File: src/hw/dspt_defs.vh
`ifndef DSPT_DEFS_VH
`define DSPT_DEFS_VH
`define DSPT_A_CTRL 8'h00
`define DSPT_A_CMPA 8'h04
`define DSPT_A_CMPB 8'h08
`define DSPT_A_CAPT 8'h0C
`define DSPT_A_CNT 8'h10
`define DSPT_A_FLAG 8'h14
`define DSPT_A_ACTA 8'h18
`define DSPT_A_ACTB 8'h1C
`define DSPT_TOP8 16'h00FF
`define DSPT_TOP9 16'h01FF
`define DSPT_TOP10 16'h03FF
`define DSPT_BOTTOM 16'h0000
`define DSPT_MAX 16'hFFFF
`define DSPT_M_PC8 4'h1
`define DSPT_M_PC9 4'h2
`define DSPT_M_PC10 4'h3
`define DSPT_M_PFC_CAP 4'h8
`define DSPT_M_PFC_CMP 4'h9
`define DSPT_M_PC_CAP 4'hA
`define DSPT_M_PC_CMP 4'hB
`define DSPT_COM_TOG 2'h1
`define DSPT_COM_NINV 2'h2
`define DSPT_COM_INV 2'h3
`define DSPT_PS_1 3'h1
`define DSPT_PS_8 3'h2
`define DSPT_PS_64 3'h3
`define DSPT_PS_256 3'h4
`define DSPT_PS_1024 3'h5
`define DSPT_DIV_8 10'h007
`define DSPT_DIV_64 10'h03F
`define DSPT_DIV_256 10'h0FF
`define DSPT_DIV_1024 10'h3FF
// control word fields
`define DSPT_F_MODE 3:0
`define DSPT_F_PS 6:4
`define DSPT_F_COMA 9:8
`define DSPT_F_COMB 11:10
`define DSPT_F_OEA 12
`define DSPT_F_OEB 13
`define DSPT_F_DIRA 14
`define DSPT_F_DIRB 15
// flag word bits
`define DSPT_B_OVF 0
`define DSPT_B_CFA 1
`define DSPT_B_CFB 2
`define DSPT_B_CAPF 3
`endif

File: src/hw/dspt_prescaler.v
`timescale 1ns/1ns
`include "dspt_defs.vh"
module dspt_prescaler (
  input wire MCLK_IN,
  input wire RESET_IN,
  input wire [2:0] sel_in,
  output reg tick_out
);
  reg [9:0] div_q;
  reg [9:0] term;
  always @* begin
    case (sel_in)
      `DSPT_PS_8: term = `DSPT_DIV_8;
      `DSPT_PS_64: term = `DSPT_DIV_64;
      `DSPT_PS_256: term = `DSPT_DIV_256;
      `DSPT_PS_1024: term = `DSPT_DIV_1024;
      default: term = 10'h000;
    endcase
  end
  // free-running divider, so changing the factor needs no restart
  always @(posedge MCLK_IN) begin
    if (RESET_IN) begin
      div_q <= 10'h000;
      tick_out <= 1'b0;
    end else begin
      div_q <= div_q + 10'h001;
      tick_out <= (sel_in == `DSPT_PS_1) ||
                  ((sel_in >= `DSPT_PS_8) && (sel_in <= `DSPT_PS_1024) &&
                   ((div_q & term) == term));
    end
  end
endmodule // dspt_prescaler

File: src/hw/dspt_timer.v
// Design decisions made here: the AHB-Lite slave port and the address map.
`timescale 1ns/1ns
`include "dspt_defs.vh"
module dspt_timer (
  input wire MCLK_IN,
  input wire RESET_IN,
  input wire [31:0] HADDR_IN,
  input wire [1:0] HTRANS_IN,
  input wire HWRITE_IN,
  input wire [2:0] HSIZE_IN,
  input wire HSEL_IN,
  input wire HREADY_IN,
  input wire [31:0] HWDATA_IN,
  output wire [31:0] HRDATA_OUT,
  output wire HREADYOUT_OUT,
  output wire HRESP_OUT,
  output reg WAVE_OUT_A_OUT,
  output reg WAVE_OUT_B_OUT,
  output reg WAVE_OE_A_OUT,
  output reg WAVE_OE_B_OUT
);
  reg [15:0] ctrl_q;
  reg [15:0] buf_a_q;
  reg [15:0] buf_b_q;
  reg [15:0] compare_reg_a_q;
  reg [15:0] compare_reg_b_q;
  reg [15:0] capture_reg_q;
  reg [15:0] count_value_q;
  reg count_down_q;
  reg [3:0] flags_q;
  reg wave_a_q;
  reg wave_b_q;
  reg wr_pend_q;
  reg [7:0] wr_addr_q;
  reg [31:0] rdata_q;
  wire tick;
  wire [3:0] wave_mode_sel;
  wire wave_mode_top_bit;
  wire [1:0] out_mode_a;
  wire [1:0] out_mode_b;
  wire out_enable_a;
  wire out_enable_b;
  wire pin_direction_bit_a;
  wire pin_direction_bit_b;
  reg mode_pc;
  reg mode_pfc;
  wire pwm_on;
  reg top_from_a;
  reg top_from_cap;
  reg [15:0] top_val;
  reg [15:0] mask_val;
  wire at_top;
  wire at_bottom;
  wire match_a;
  wire match_b;
  wire upd_top;
  wire upd_bottom;
  wire addr_ok;
  wire rd_req;
  wire [15:0] wr_data;
  wire step;
  wire conn_a;
  wire conn_b;
  wire clr_flags;
  reg [3:0] flag_set;
  reg [15:0] cnt_d;
  reg down_d;
  reg wave_a_d;
  reg wave_b_d;
  reg [31:0] rd_mux;

  assign wave_mode_sel = ctrl_q[`DSPT_F_MODE];
  assign wave_mode_top_bit = wave_mode_sel[3];
  assign out_mode_a = ctrl_q[`DSPT_F_COMA];
  assign out_mode_b = ctrl_q[`DSPT_F_COMB];
  assign out_enable_a = ctrl_q[`DSPT_F_OEA];
  assign out_enable_b = ctrl_q[`DSPT_F_OEB];
  assign pin_direction_bit_a = ctrl_q[`DSPT_F_DIRA];
  assign pin_direction_bit_b = ctrl_q[`DSPT_F_DIRB];

  dspt_prescaler u_presc (
    .MCLK_IN(MCLK_IN),
    .RESET_IN(RESET_IN),
    .sel_in(ctrl_q[`DSPT_F_PS]),
    .tick_out(tick)
  );

  // decode of the mode field into slope kind and TOP source flags; top_val is decoded in its own case below
  always @* begin
    mode_pc = 1'b0;
    mode_pfc = 1'b0;
    top_from_a = 1'b0;
    top_from_cap = 1'b0;
    case (wave_mode_sel)
      `DSPT_M_PC8, `DSPT_M_PC9, `DSPT_M_PC10: mode_pc = 1'b1;
      `DSPT_M_PC_CAP: begin
        mode_pc = 1'b1;
        top_from_cap = 1'b1;
      end
      `DSPT_M_PC_CMP: begin
        mode_pc = 1'b1;
        top_from_a = 1'b1;
      end
      `DSPT_M_PFC_CAP: begin
        mode_pfc = 1'b1;
        top_from_cap = 1'b1;
      end
      `DSPT_M_PFC_CMP: begin
        mode_pfc = 1'b1;
        top_from_a = 1'b1;
      end
      default: mode_pc = 1'b0;
    endcase
  end
  assign pwm_on = mode_pc | mode_pfc;
  // channel A may also connect through the toggle setting; B cannot
  assign conn_a = out_mode_a[1] || (out_mode_a[0] && wave_mode_top_bit);
  assign conn_b = out_mode_b[1];

  always @* begin
    case (wave_mode_sel)
      `DSPT_M_PC8: top_val = `DSPT_TOP8;
      `DSPT_M_PC9: top_val = `DSPT_TOP9;
      `DSPT_M_PC10: top_val = `DSPT_TOP10;
      `DSPT_M_PC_CAP: top_val = capture_reg_q;
      `DSPT_M_PC_CMP: top_val = compare_reg_a_q;
      `DSPT_M_PFC_CAP: top_val = capture_reg_q;
      `DSPT_M_PFC_CMP: top_val = compare_reg_a_q;
      default: top_val = `DSPT_MAX;
    endcase
  end

  // fixed-TOP modes clip compare writes to the TOP width
  always @* begin
    case (wave_mode_sel)
      `DSPT_M_PC8: mask_val = `DSPT_TOP8;
      `DSPT_M_PC9: mask_val = `DSPT_TOP9;
      `DSPT_M_PC10: mask_val = `DSPT_TOP10;
      default: mask_val = `DSPT_MAX;
    endcase
  end

  assign at_top = (count_value_q == top_val);
  assign at_bottom = (count_value_q == `DSPT_BOTTOM);
  assign match_a = (count_value_q == compare_reg_a_q);
  assign match_b = (count_value_q == compare_reg_b_q);
  // events act on the tick that starts after the counter lands on the value
  // timer only runs in the seven dual-slope modes (phase-correct and phase-and-frequency-correct)
  assign step = tick && pwm_on;
  assign upd_top = step && at_top && !count_down_q;
  assign upd_bottom = step && at_bottom && count_down_q;

  // counter
  always @* begin
    cnt_d = count_value_q;
    down_d = count_down_q;
    if (step) begin
      if (!count_down_q) begin
        if (at_top) begin
          down_d = 1'b1;
          cnt_d = count_value_q - 16'h0001;
        end else begin
          cnt_d = count_value_q + 16'h0001;
        end
      end else begin
        if (at_bottom) begin
          down_d = 1'b0;
          cnt_d = count_value_q + 16'h0001;
        end else begin
          cnt_d = count_value_q - 16'h0001;
        end
      end
    end
  end

  // output compare logic; zero and TOP are turning points, resolved to steady levels
  function wave_step;
    input cur;
    input [1:0] com;
    input match;
    input down;
    input top;
    input bottom;
    input tog_ok;
    begin
      wave_step = cur;
      if (match) begin
        case (com)
          `DSPT_COM_TOG: begin
            if (tog_ok)
              wave_step = ~cur;
          end
          `DSPT_COM_NINV: begin
            if (bottom)
              wave_step = 1'b0;
            else if (top)
              wave_step = 1'b1;
            else
              wave_step = down;
          end
          `DSPT_COM_INV: begin
            if (bottom)
              wave_step = 1'b1;
            else if (top)
              wave_step = 1'b0;
            else
              wave_step = ~down;
          end
          default: wave_step = cur;
        endcase
      end
    end
  endfunction

  always @* begin
    wave_a_d = wave_a_q;
    wave_b_d = wave_b_q;
    if (step) begin
      wave_a_d = wave_step(wave_a_q, out_mode_a, match_a, count_down_q, at_top, at_bottom,
                           wave_mode_top_bit);
      // channel B has no toggle function
      wave_b_d = wave_step(wave_b_q, out_mode_b, match_b, count_down_q, at_top, at_bottom,
                           1'b0);
    end
  end

  always @* begin
    flag_set = 4'h0;
    if (step) begin
      flag_set[`DSPT_B_CFA] = match_a;
      flag_set[`DSPT_B_CFB] = match_b;
      if (upd_bottom)
        flag_set[`DSPT_B_OVF] = 1'b1;
      if (upd_top && top_from_a)
        flag_set[`DSPT_B_CFA] = 1'b1;
      if (upd_top && top_from_cap)
        flag_set[`DSPT_B_CAPF] = 1'b1;
    end
  end

  // AHB-Lite slave, zero wait states
  assign addr_ok = HSEL_IN && HREADY_IN && HTRANS_IN[1];
  assign rd_req = addr_ok && !HWRITE_IN;
  assign HREADYOUT_OUT = 1'b1;
  assign HRESP_OUT = 1'b0;
  assign HRDATA_OUT = rdata_q;
  assign wr_data = HWDATA_IN[15:0];
  assign clr_flags = wr_pend_q && (wr_addr_q == `DSPT_A_FLAG);

  // registers are 16 bits wide, flags 4 bits; the upper half of the bus word reads zero
  function [31:0] word16;
    input [15:0] val;
    begin
      word16 = {16'h0000, val};
    end
  endfunction

  always @* begin
    case (HADDR_IN[7:0])
      `DSPT_A_CTRL: rd_mux = word16(ctrl_q);
      `DSPT_A_CMPA: rd_mux = word16(buf_a_q);
      `DSPT_A_CMPB: rd_mux = word16(buf_b_q);
      `DSPT_A_CAPT: rd_mux = word16(capture_reg_q);
      `DSPT_A_CNT: rd_mux = word16(count_value_q);
      `DSPT_A_FLAG: rd_mux = {28'h0000000, flags_q};
      `DSPT_A_ACTA: rd_mux = word16(compare_reg_a_q);
      `DSPT_A_ACTB: rd_mux = word16(compare_reg_b_q);
      default: rd_mux = 32'h00000000;
    endcase
  end

  always @(posedge MCLK_IN) begin
    if (RESET_IN) begin
      ctrl_q <= 16'h0000;
      buf_a_q <= 16'h0000;
      buf_b_q <= 16'h0000;
      compare_reg_a_q <= 16'h0000;
      compare_reg_b_q <= 16'h0000;
      capture_reg_q <= 16'h0000;
      count_value_q <= 16'h0000;
      count_down_q <= 1'b0;
      flags_q <= 4'h0;
      wave_a_q <= 1'b0;
      wave_b_q <= 1'b0;
      wr_pend_q <= 1'b0;
      wr_addr_q <= 8'h00;
      rdata_q <= 32'h00000000;
      WAVE_OUT_A_OUT <= 1'b0;
      WAVE_OUT_B_OUT <= 1'b0;
      WAVE_OE_A_OUT <= 1'b0;
      WAVE_OE_B_OUT <= 1'b0;
    end else begin
      wr_pend_q <= addr_ok && HWRITE_IN;
      wr_addr_q <= HADDR_IN[7:0];
      if (rd_req)
        rdata_q <= rd_mux;
      count_value_q <= cnt_d;
      count_down_q <= down_d;
      wave_a_q <= wave_a_d;
      wave_b_q <= wave_b_d;
      // hardware set wins over a same-cycle write-one clear
      if (clr_flags)
        flags_q <= (flags_q & ~HWDATA_IN[3:0]) | flag_set;
      else
        flags_q <= flags_q | flag_set;
      if ((mode_pc && upd_top) || (mode_pfc && upd_bottom)) begin
        compare_reg_a_q <= buf_a_q;
        compare_reg_b_q <= buf_b_q;
      end
      if (wr_pend_q) begin
        case (wr_addr_q)
          `DSPT_A_CTRL: ctrl_q <= wr_data;
          `DSPT_A_CMPA: buf_a_q <= wr_data & mask_val;
          `DSPT_A_CMPB: buf_b_q <= wr_data & mask_val;
          `DSPT_A_CAPT: capture_reg_q <= wr_data;
          `DSPT_A_CNT: count_value_q <= wr_data;
          default: ;
        endcase
      end
      WAVE_OUT_A_OUT <= wave_a_q;
      WAVE_OUT_B_OUT <= wave_b_q;
      // pin driven only when direction and enable agree and the mode connects it
      WAVE_OE_A_OUT <= pin_direction_bit_a && out_enable_a && pwm_on && conn_a;
      WAVE_OE_B_OUT <= pin_direction_bit_b && out_enable_b && pwm_on && conn_b;
    end
  end
endmodule // dspt_timer

File: config.mk
export PLATFORM = sky130hd
export DESIGN_NAME = dspt_timer
export DESIGN_NICKNAME = d
export VERILOG_FILES = /design/src/hw/dspt_prescaler.v /design/src/hw/dspt_timer.v
export VERILOG_INCLUDE_DIRS = /design/src /design/src/hw
export SDC_FILE = /design/constraint.sdc
export NUM_CORES = 1
export LEC_CHECK = 0
export BUFFER_PORTS_ARGS = -buffer_cell sky130_fd_sc_hd__buf_2
export CAP_MARGIN = 10
export CORE_MARGIN = 2
export CORE_UTILIZATION = 35
export CTS_BUF_LIST = sky130_fd_sc_hd__clkbuf_4
export CTS_CLUSTER_DIAMETER = 30
export DETAILED_ROUTE_END_ITERATION = 12
export REMOVE_ABC_BUFFERS = 1
export SYNTH_ARGS = -nofsm -noshare
export SYNTH_HDL_FRONTEND = slang
export SYNTH_SLANG_ARGS = --single-unit
export TNS_END_PERCENT = 1
File: constraint.sdc
create_clock -name MCLK_IN -period 3.1 [get_ports MCLK_IN]
set_clock_uncertainty 0.05 [all_clocks]
set_input_delay 0.62 -clock MCLK_IN [delete_from_list [all_inputs] [get_ports MCLK_IN]]
set_output_delay 0.62 -clock MCLK_IN [all_outputs]
set_load 0.01 [all_outputs]
; Yosys cells after proc, flatten, opt, wreduce, memory -nomap -nowiden
; Index checks and enable logic that the tools add are counted.
[totals]
register_bits = 175
in_bits = 74
out_inout_bits = 38
wordCells = 140
[op_classes]
addsub = 3
order_cmp = 2
n_eq_ne = 34
mux = 29
bitwise_logic = 9
reduce_logical = 43
[ops]
columns = cell, count
row1 = 16-bit case mux with 8 select lines, 1
row2 = 16-bit two-way mux, 6
row3 = 16-bit case mux with 5 select lines, 1
row4 = 16-bit == test, 3
row5 = "8-bit by 5-bit == test with 1-bit output, second input constant", 6
row6 = 16-bit case mux with 3 select lines, 1
row7 = 10-bit case mux with 4 select lines, 1
row8 = "8-bit by 4-bit == test with 1-bit output, second input constant", 4
row9 = 1-bit logical AND, 23
row10 = "16-bit by 1-bit adder with 16-bit output, second input constant", 1
row11 = 16-bit bitwise AND, 1
row12 = "4-bit == test, second input constant", 4
row13 = "8-bit by 3-bit == test with 1-bit output, second input constant", 2
row14 = 16-bit logical NOT, 1
row15 = 8-bit logical NOT, 2
row16 = "16-bit by 1-bit subtractor with 16-bit output, second input constant", 1
row17 = 1-bit two-way mux, 15
row18 = "10-bit by 1-bit adder with 10-bit output, second input constant", 1
row19 = 10-bit bitwise AND, 1
row20 = 10-bit == test, 1
row21 = "2-bit == test, second input constant", 4
row22 = "4-bit by 2-bit == test with 1-bit output, second input constant", 2
row23 = 4-bit two-way mux, 2
row24 = 4-bit OR, 2
row25 = 23 further kinds, 34

; Longest topological paths before layout
[logic_depth]
ltp_word = 12
ltp_mapped = 13
mapped_depth_nobuf = 9

; Hierarchy
; Synthesis repeated with hierarchy kept, for this count alone.
[hier_totals]
cells_unflattened = 1064
area_unflattened_um2 = 8565.7
[modules_own_cells]
columns = module, instances, cells_per_inst, area_per_inst_um2, seq_area_each_um2
row1 = dspt_timer, 1, 1010, 8064.0, 2962.8
row2 = dspt_prescaler, 1, 54, 501.7, 220.2

; Worst setup path after synthesis
; Ideal clock, no wire load.
[synth_path]
path_kind = flip-flop to flip-flop
from = reg ctrl_q[0]
to = reg count_value_q[4]
setup_time_ns = 0.096
arrival_time_ns = 2.633
t_required_ns = 2.954
slack_ns = 0.321
stages_incl_launch_ff = 12
n_path_buf = 2
period_less_slack_ns = 2.779
path_cell_list = dfxtp_1 -> buf_2 -> buf_2 -> mux2i_1 -> nand2_1 -> xnor2_1 -> nand4_1 -> nor3_4 -> a31oi_4 -> or4_1 -> a2111o_1 -> o311ai_1
[synth_via]
elab_chain_cells = 9
word_cells_on_any_way = 22
cone_classes = eq/ne (8) / mux (8) / bitwise (1) / reduce/logical (5)
[synth_rtl]
columns = element, line
row1 = start: declaration, dspt_timer.v:22  ; reg [15:0] ctrl_q;
row2 = start signal: assignment, dspt_timer.v:312  ; `DSPT_A_CTRL: ctrl_q <= wr_data;
row3 = 4-bit == test, "dspt_timer.v:94, dspt_timer.v:121"
row4 = 2-bit OR reduction (no source line), n/a
row5 = 16-bit case mux with 5 select lines, dspt_timer.v:121  ; case (wave_mode_sel)
row6 = 16-bit == test, dspt_timer.v:143  ; assign at_top = (count_value_q == top_val);
row7 = 16-bit two-way mux, dspt_timer.v:159  ; if (at_top) begin
row8 = 16-bit two-way mux, dspt_timer.v:158  ; if (!count_down_q) begin
row9 = 16-bit two-way mux *, dspt_timer.v:157  ; if (step) begin
row10 = 16-bit two-way mux, dspt_timer.v:311  ; case (wr_addr_q)
row11 = 16-bit two-way mux *, dspt_timer.v:310  ; if (wr_pend_q) begin
row12 = end signal: assignment, dspt_timer.v:297  ; count_value_q <= cnt_d;
row13 = end signal: assignment, dspt_timer.v:316  ; `DSPT_A_CNT: count_value_q <= wr_data;
row14 = end: declaration, dspt_timer.v:28  ; reg [15:0] count_value_q;
; Every way passes the cells marked *; elsewhere a longest branch is shown, timed or not.
; A chain may end at the register's enable or synchronous reset.

; Worst setup path after layout
[layout_path]
from = reg ctrl_q[3]
to = reg count_value_q[4]
; The elaborated chain is that of the path after synthesis.

==> results.tsv <==
metric	value	unit
Tcrit/Tclk final	0.9599	
Post-Syn Area	0.008389	sq mm
top layer in use	met4	
Critical Path End Type	flop	
setup tns final	0	ps
Peak Freq	336.1	MHz
most common cell after layout, fill and taps aside	nand2_1	
Hold Fails Final Rpt	0	
Pre-Repair DR Iteration Count	6	
post-DP HPWL	18100	um
Slew Limit Fails	0	
register area share after synthesis	0.3794	
Site Rows	56	
peak supply drop	0.0001996	V
Hold Path Class	in -> reg	
CTS tree	built	
initial core utilization	0.3574	
routed length on met3	2291	um
I/O pin count	112	
Least-Margin Pin Slew	1108	ps
first-pass GRT wire length	42180	um
PwrDens	390.5	mW/mm^2
chip width	158.8	um
Mapped Cells	1058	
final WL	27440	um
Num CTS Buffers	17	
largest net degree at the start of global routing	161	
minimum clock period after layout	2976	ps
CP cell instances	buf_4 > nand2_1 > a31oi_4 > or4b_1 > o41ai_1 > o32a_2 > a31oi_4 > or4_1 > a2111o_1 > o311ai_1	
die area	0.02522	sq mm
CTS hold repair buffers	0	
remaining antenna violation count after routing	0	
Largest stage delay, worst path	520	ps
RSZ-0062 raised after global routing	no	
synthesized area per cell	7.929	sq um
final non-filler cell total	1419	
GRT Util Overall	0.2133	
#FFs+latches synth	159	
Crit path top cell by count	a31oi_4	
most frequent cells in the layout	164 x nand2_1, 157 x dfxtp_1, 102 x nor2_1	
WHS	197.3	ps
routed length per instance	19.34	um
Post-synth EDFFs	0	
synth unique cells	70	
outcome	finished, final reports clean	
# Max-Cap Violations	0	
layout overhead on the synthesized area	11.48	%
clock sinks	159	
Setup CP Type	reg -> reg	
Final GP Congestion	0.8721	
WL met1	11900	um
1st-iter DRT viols	871	
clock buffer depth	2	
# setup viols final	0	
Vias/cell	5.654	
# H-tree levels	4	
clk_lat worst skew	610	ps
Worst Path Max Fanout	17	
DRC viols	0	
Die H	158.8	um
core area	0.02347	sq mm
DR WL met2	12380	um
Worst EP required	3560	ps
ratio of cells with drive above 1 in the final layout	0.1429	
vias in the first global route	7262	
CP Launch Type	flop	
synth warn	0	
IO Port Bufs	49	
GRT overflow	0	
post-synthesis async set-or-reset flop share	0	
ys flop type	dfxtp_1	
leakage power	3.511	nW
arrival time of the worst setup path	3440	ps
clock-pin slew on the worst setup and hold paths	160	ps
CTS root buf	clkbuf_4	
antenna violations before repair	1	
Slew headroom	0.2563	
Crit-path slowest cell	or4_1	
DP Cell Count	1385	
Final #Nets	1163	
via count	8023	
==> worst max-delay path, delay by kind of cell, from the launching register on <==
kind	cells	cell delay [ps]
buffers and inverters	1	230
DFF	1	410
and+or+nand+nor	3	1080
AOI/OAI and AO/OA	6	1110
==> power breakdown <==
part	internal [mW]	total (mW)	switching, mW	leakage [nW]
clock network	0.445	1.36	0.911	0.164
logic	0.0663	0.212	0.145	2.06
registers	2.06	2.08	0.0245	1.28
==> cell usage after synthesis (4+ instances only) <==
cell type  number  share of area
nand2_1       164          0.073
dfxtp_1       159           0.38
nor2_1        103          0.046
a21oi_1        78          0.047
clkbuf_1       65          0.029
nand3_1        56          0.033
a22oi_1        55          0.049
mux2i_1        44          0.052
xnor2_1        39          0.041
nor3_1         32          0.019
buf_4          22          0.020
nor4_1         18          0.013
nand4_1        17          0.013
nor2b_1        16          0.012
xor2_1         15          0.016
o21ai_0        12         0.0072
or3_1          12         0.0089
a222oi_1       10          0.012
a31oi_1        10         0.0075
inv_1          10         0.0045
and3_1          9         0.0067
buf_2           7         0.0042
buf_1           6         0.0027
nor3b_1         5         0.0045
or4_1           5         0.0045
a21boi_0        4         0.0036
a21o_1          4         0.0036
a311oi_1        4         0.0042
nand3b_1        4         0.0036
o211ai_1        4         0.0036
==> cell families after synthesis <==
group           share of synthesized area
simple gates                       0.2558
compound gates                     0.1869
flops                              0.3794
buf+inv                           0.06368
xor+xnor                          0.05638
mux                               0.05250
fa+ha+maj                        0.004475
other cells                     0.0008952
==> worst paths after layout <==
check | from | end | slack [ps] | cells after the start
min | HADDR_IN[6] | wr_addr_q[6]$_SDFF_PP0_ | 200 | 2
min reg2reg | u_presc.div_q[0]$_SDFF_PP0_ | u_presc.div_q[0]$_SDFF_PP0_ | 410 | 1
max | ctrl_q[3]$_SDFFE_PP0P_ | count_value_q[4]$_SDFF_PP0_ | 120 | 10
max reg2reg | ctrl_q[3]$_SDFFE_PP0P_ | count_value_q[4]$_SDFF_PP0_ | 120 | 10
==> through the flow <==
step / power (mW) / cell area [sq um] / setup WS [ps] / util
6_report: 3.652 / 9353 / 124.4 / 0.3985
5_1_grt: 3.771 / 9353 / 0.5913 / 0.3985
4_1_cts: 3.670 / 9323 / 30.67 / 0.3972
3_5_place_dp: 2.335 / 9021 / 26.56 / 0.3843
3_3_place_gp: 2.335 / 9021 / 82.00 / 0.3843
2_1_floorplan: 2.212 / 7960 / -330.3 / -
==> cell type report <==
cell class              count  area (sq um)
fillers                  2425         14120
multi-input cells         801          4788
flip-flops and latches    159          3188
repair buffers             95         630.6
well taps                 319         399.1
clock inverters            15         171.4
clock buffers              17         127.6
inverters                  12         45.04
diodes                      1         2.502
==> state kept, by name (all words and copies together), names as in the netlist, 4 cells and up <==
signal	count
HRDATA_OUT	16
wr_addr_q	8
ctrl_q	16
buf_b_q	16
capture_reg_q	16
u_presc.div_q	10
count_value_q	16
compare_reg_a_q	16
flags_q	4
buf_a_q	16
compare_reg_b_q	16
==> metal layers <==
layer | global-route usage | vias up
met5 | 0 | -
met4 | 0.08549 | 0
met3 | 0.03814 | 58
met2 | 0.3376 | 363
met1 | 0.2872 | 3800
li1 | - | 3802
==> what timing repair did <==
item / CTS / global route
buffers inserted: 0 / 1
gates resized for setup: 1 / 7
gates cloned: 0 / 0
setup endpoints to repair: 1 / 10
Power figures use the tool's default switching activity.
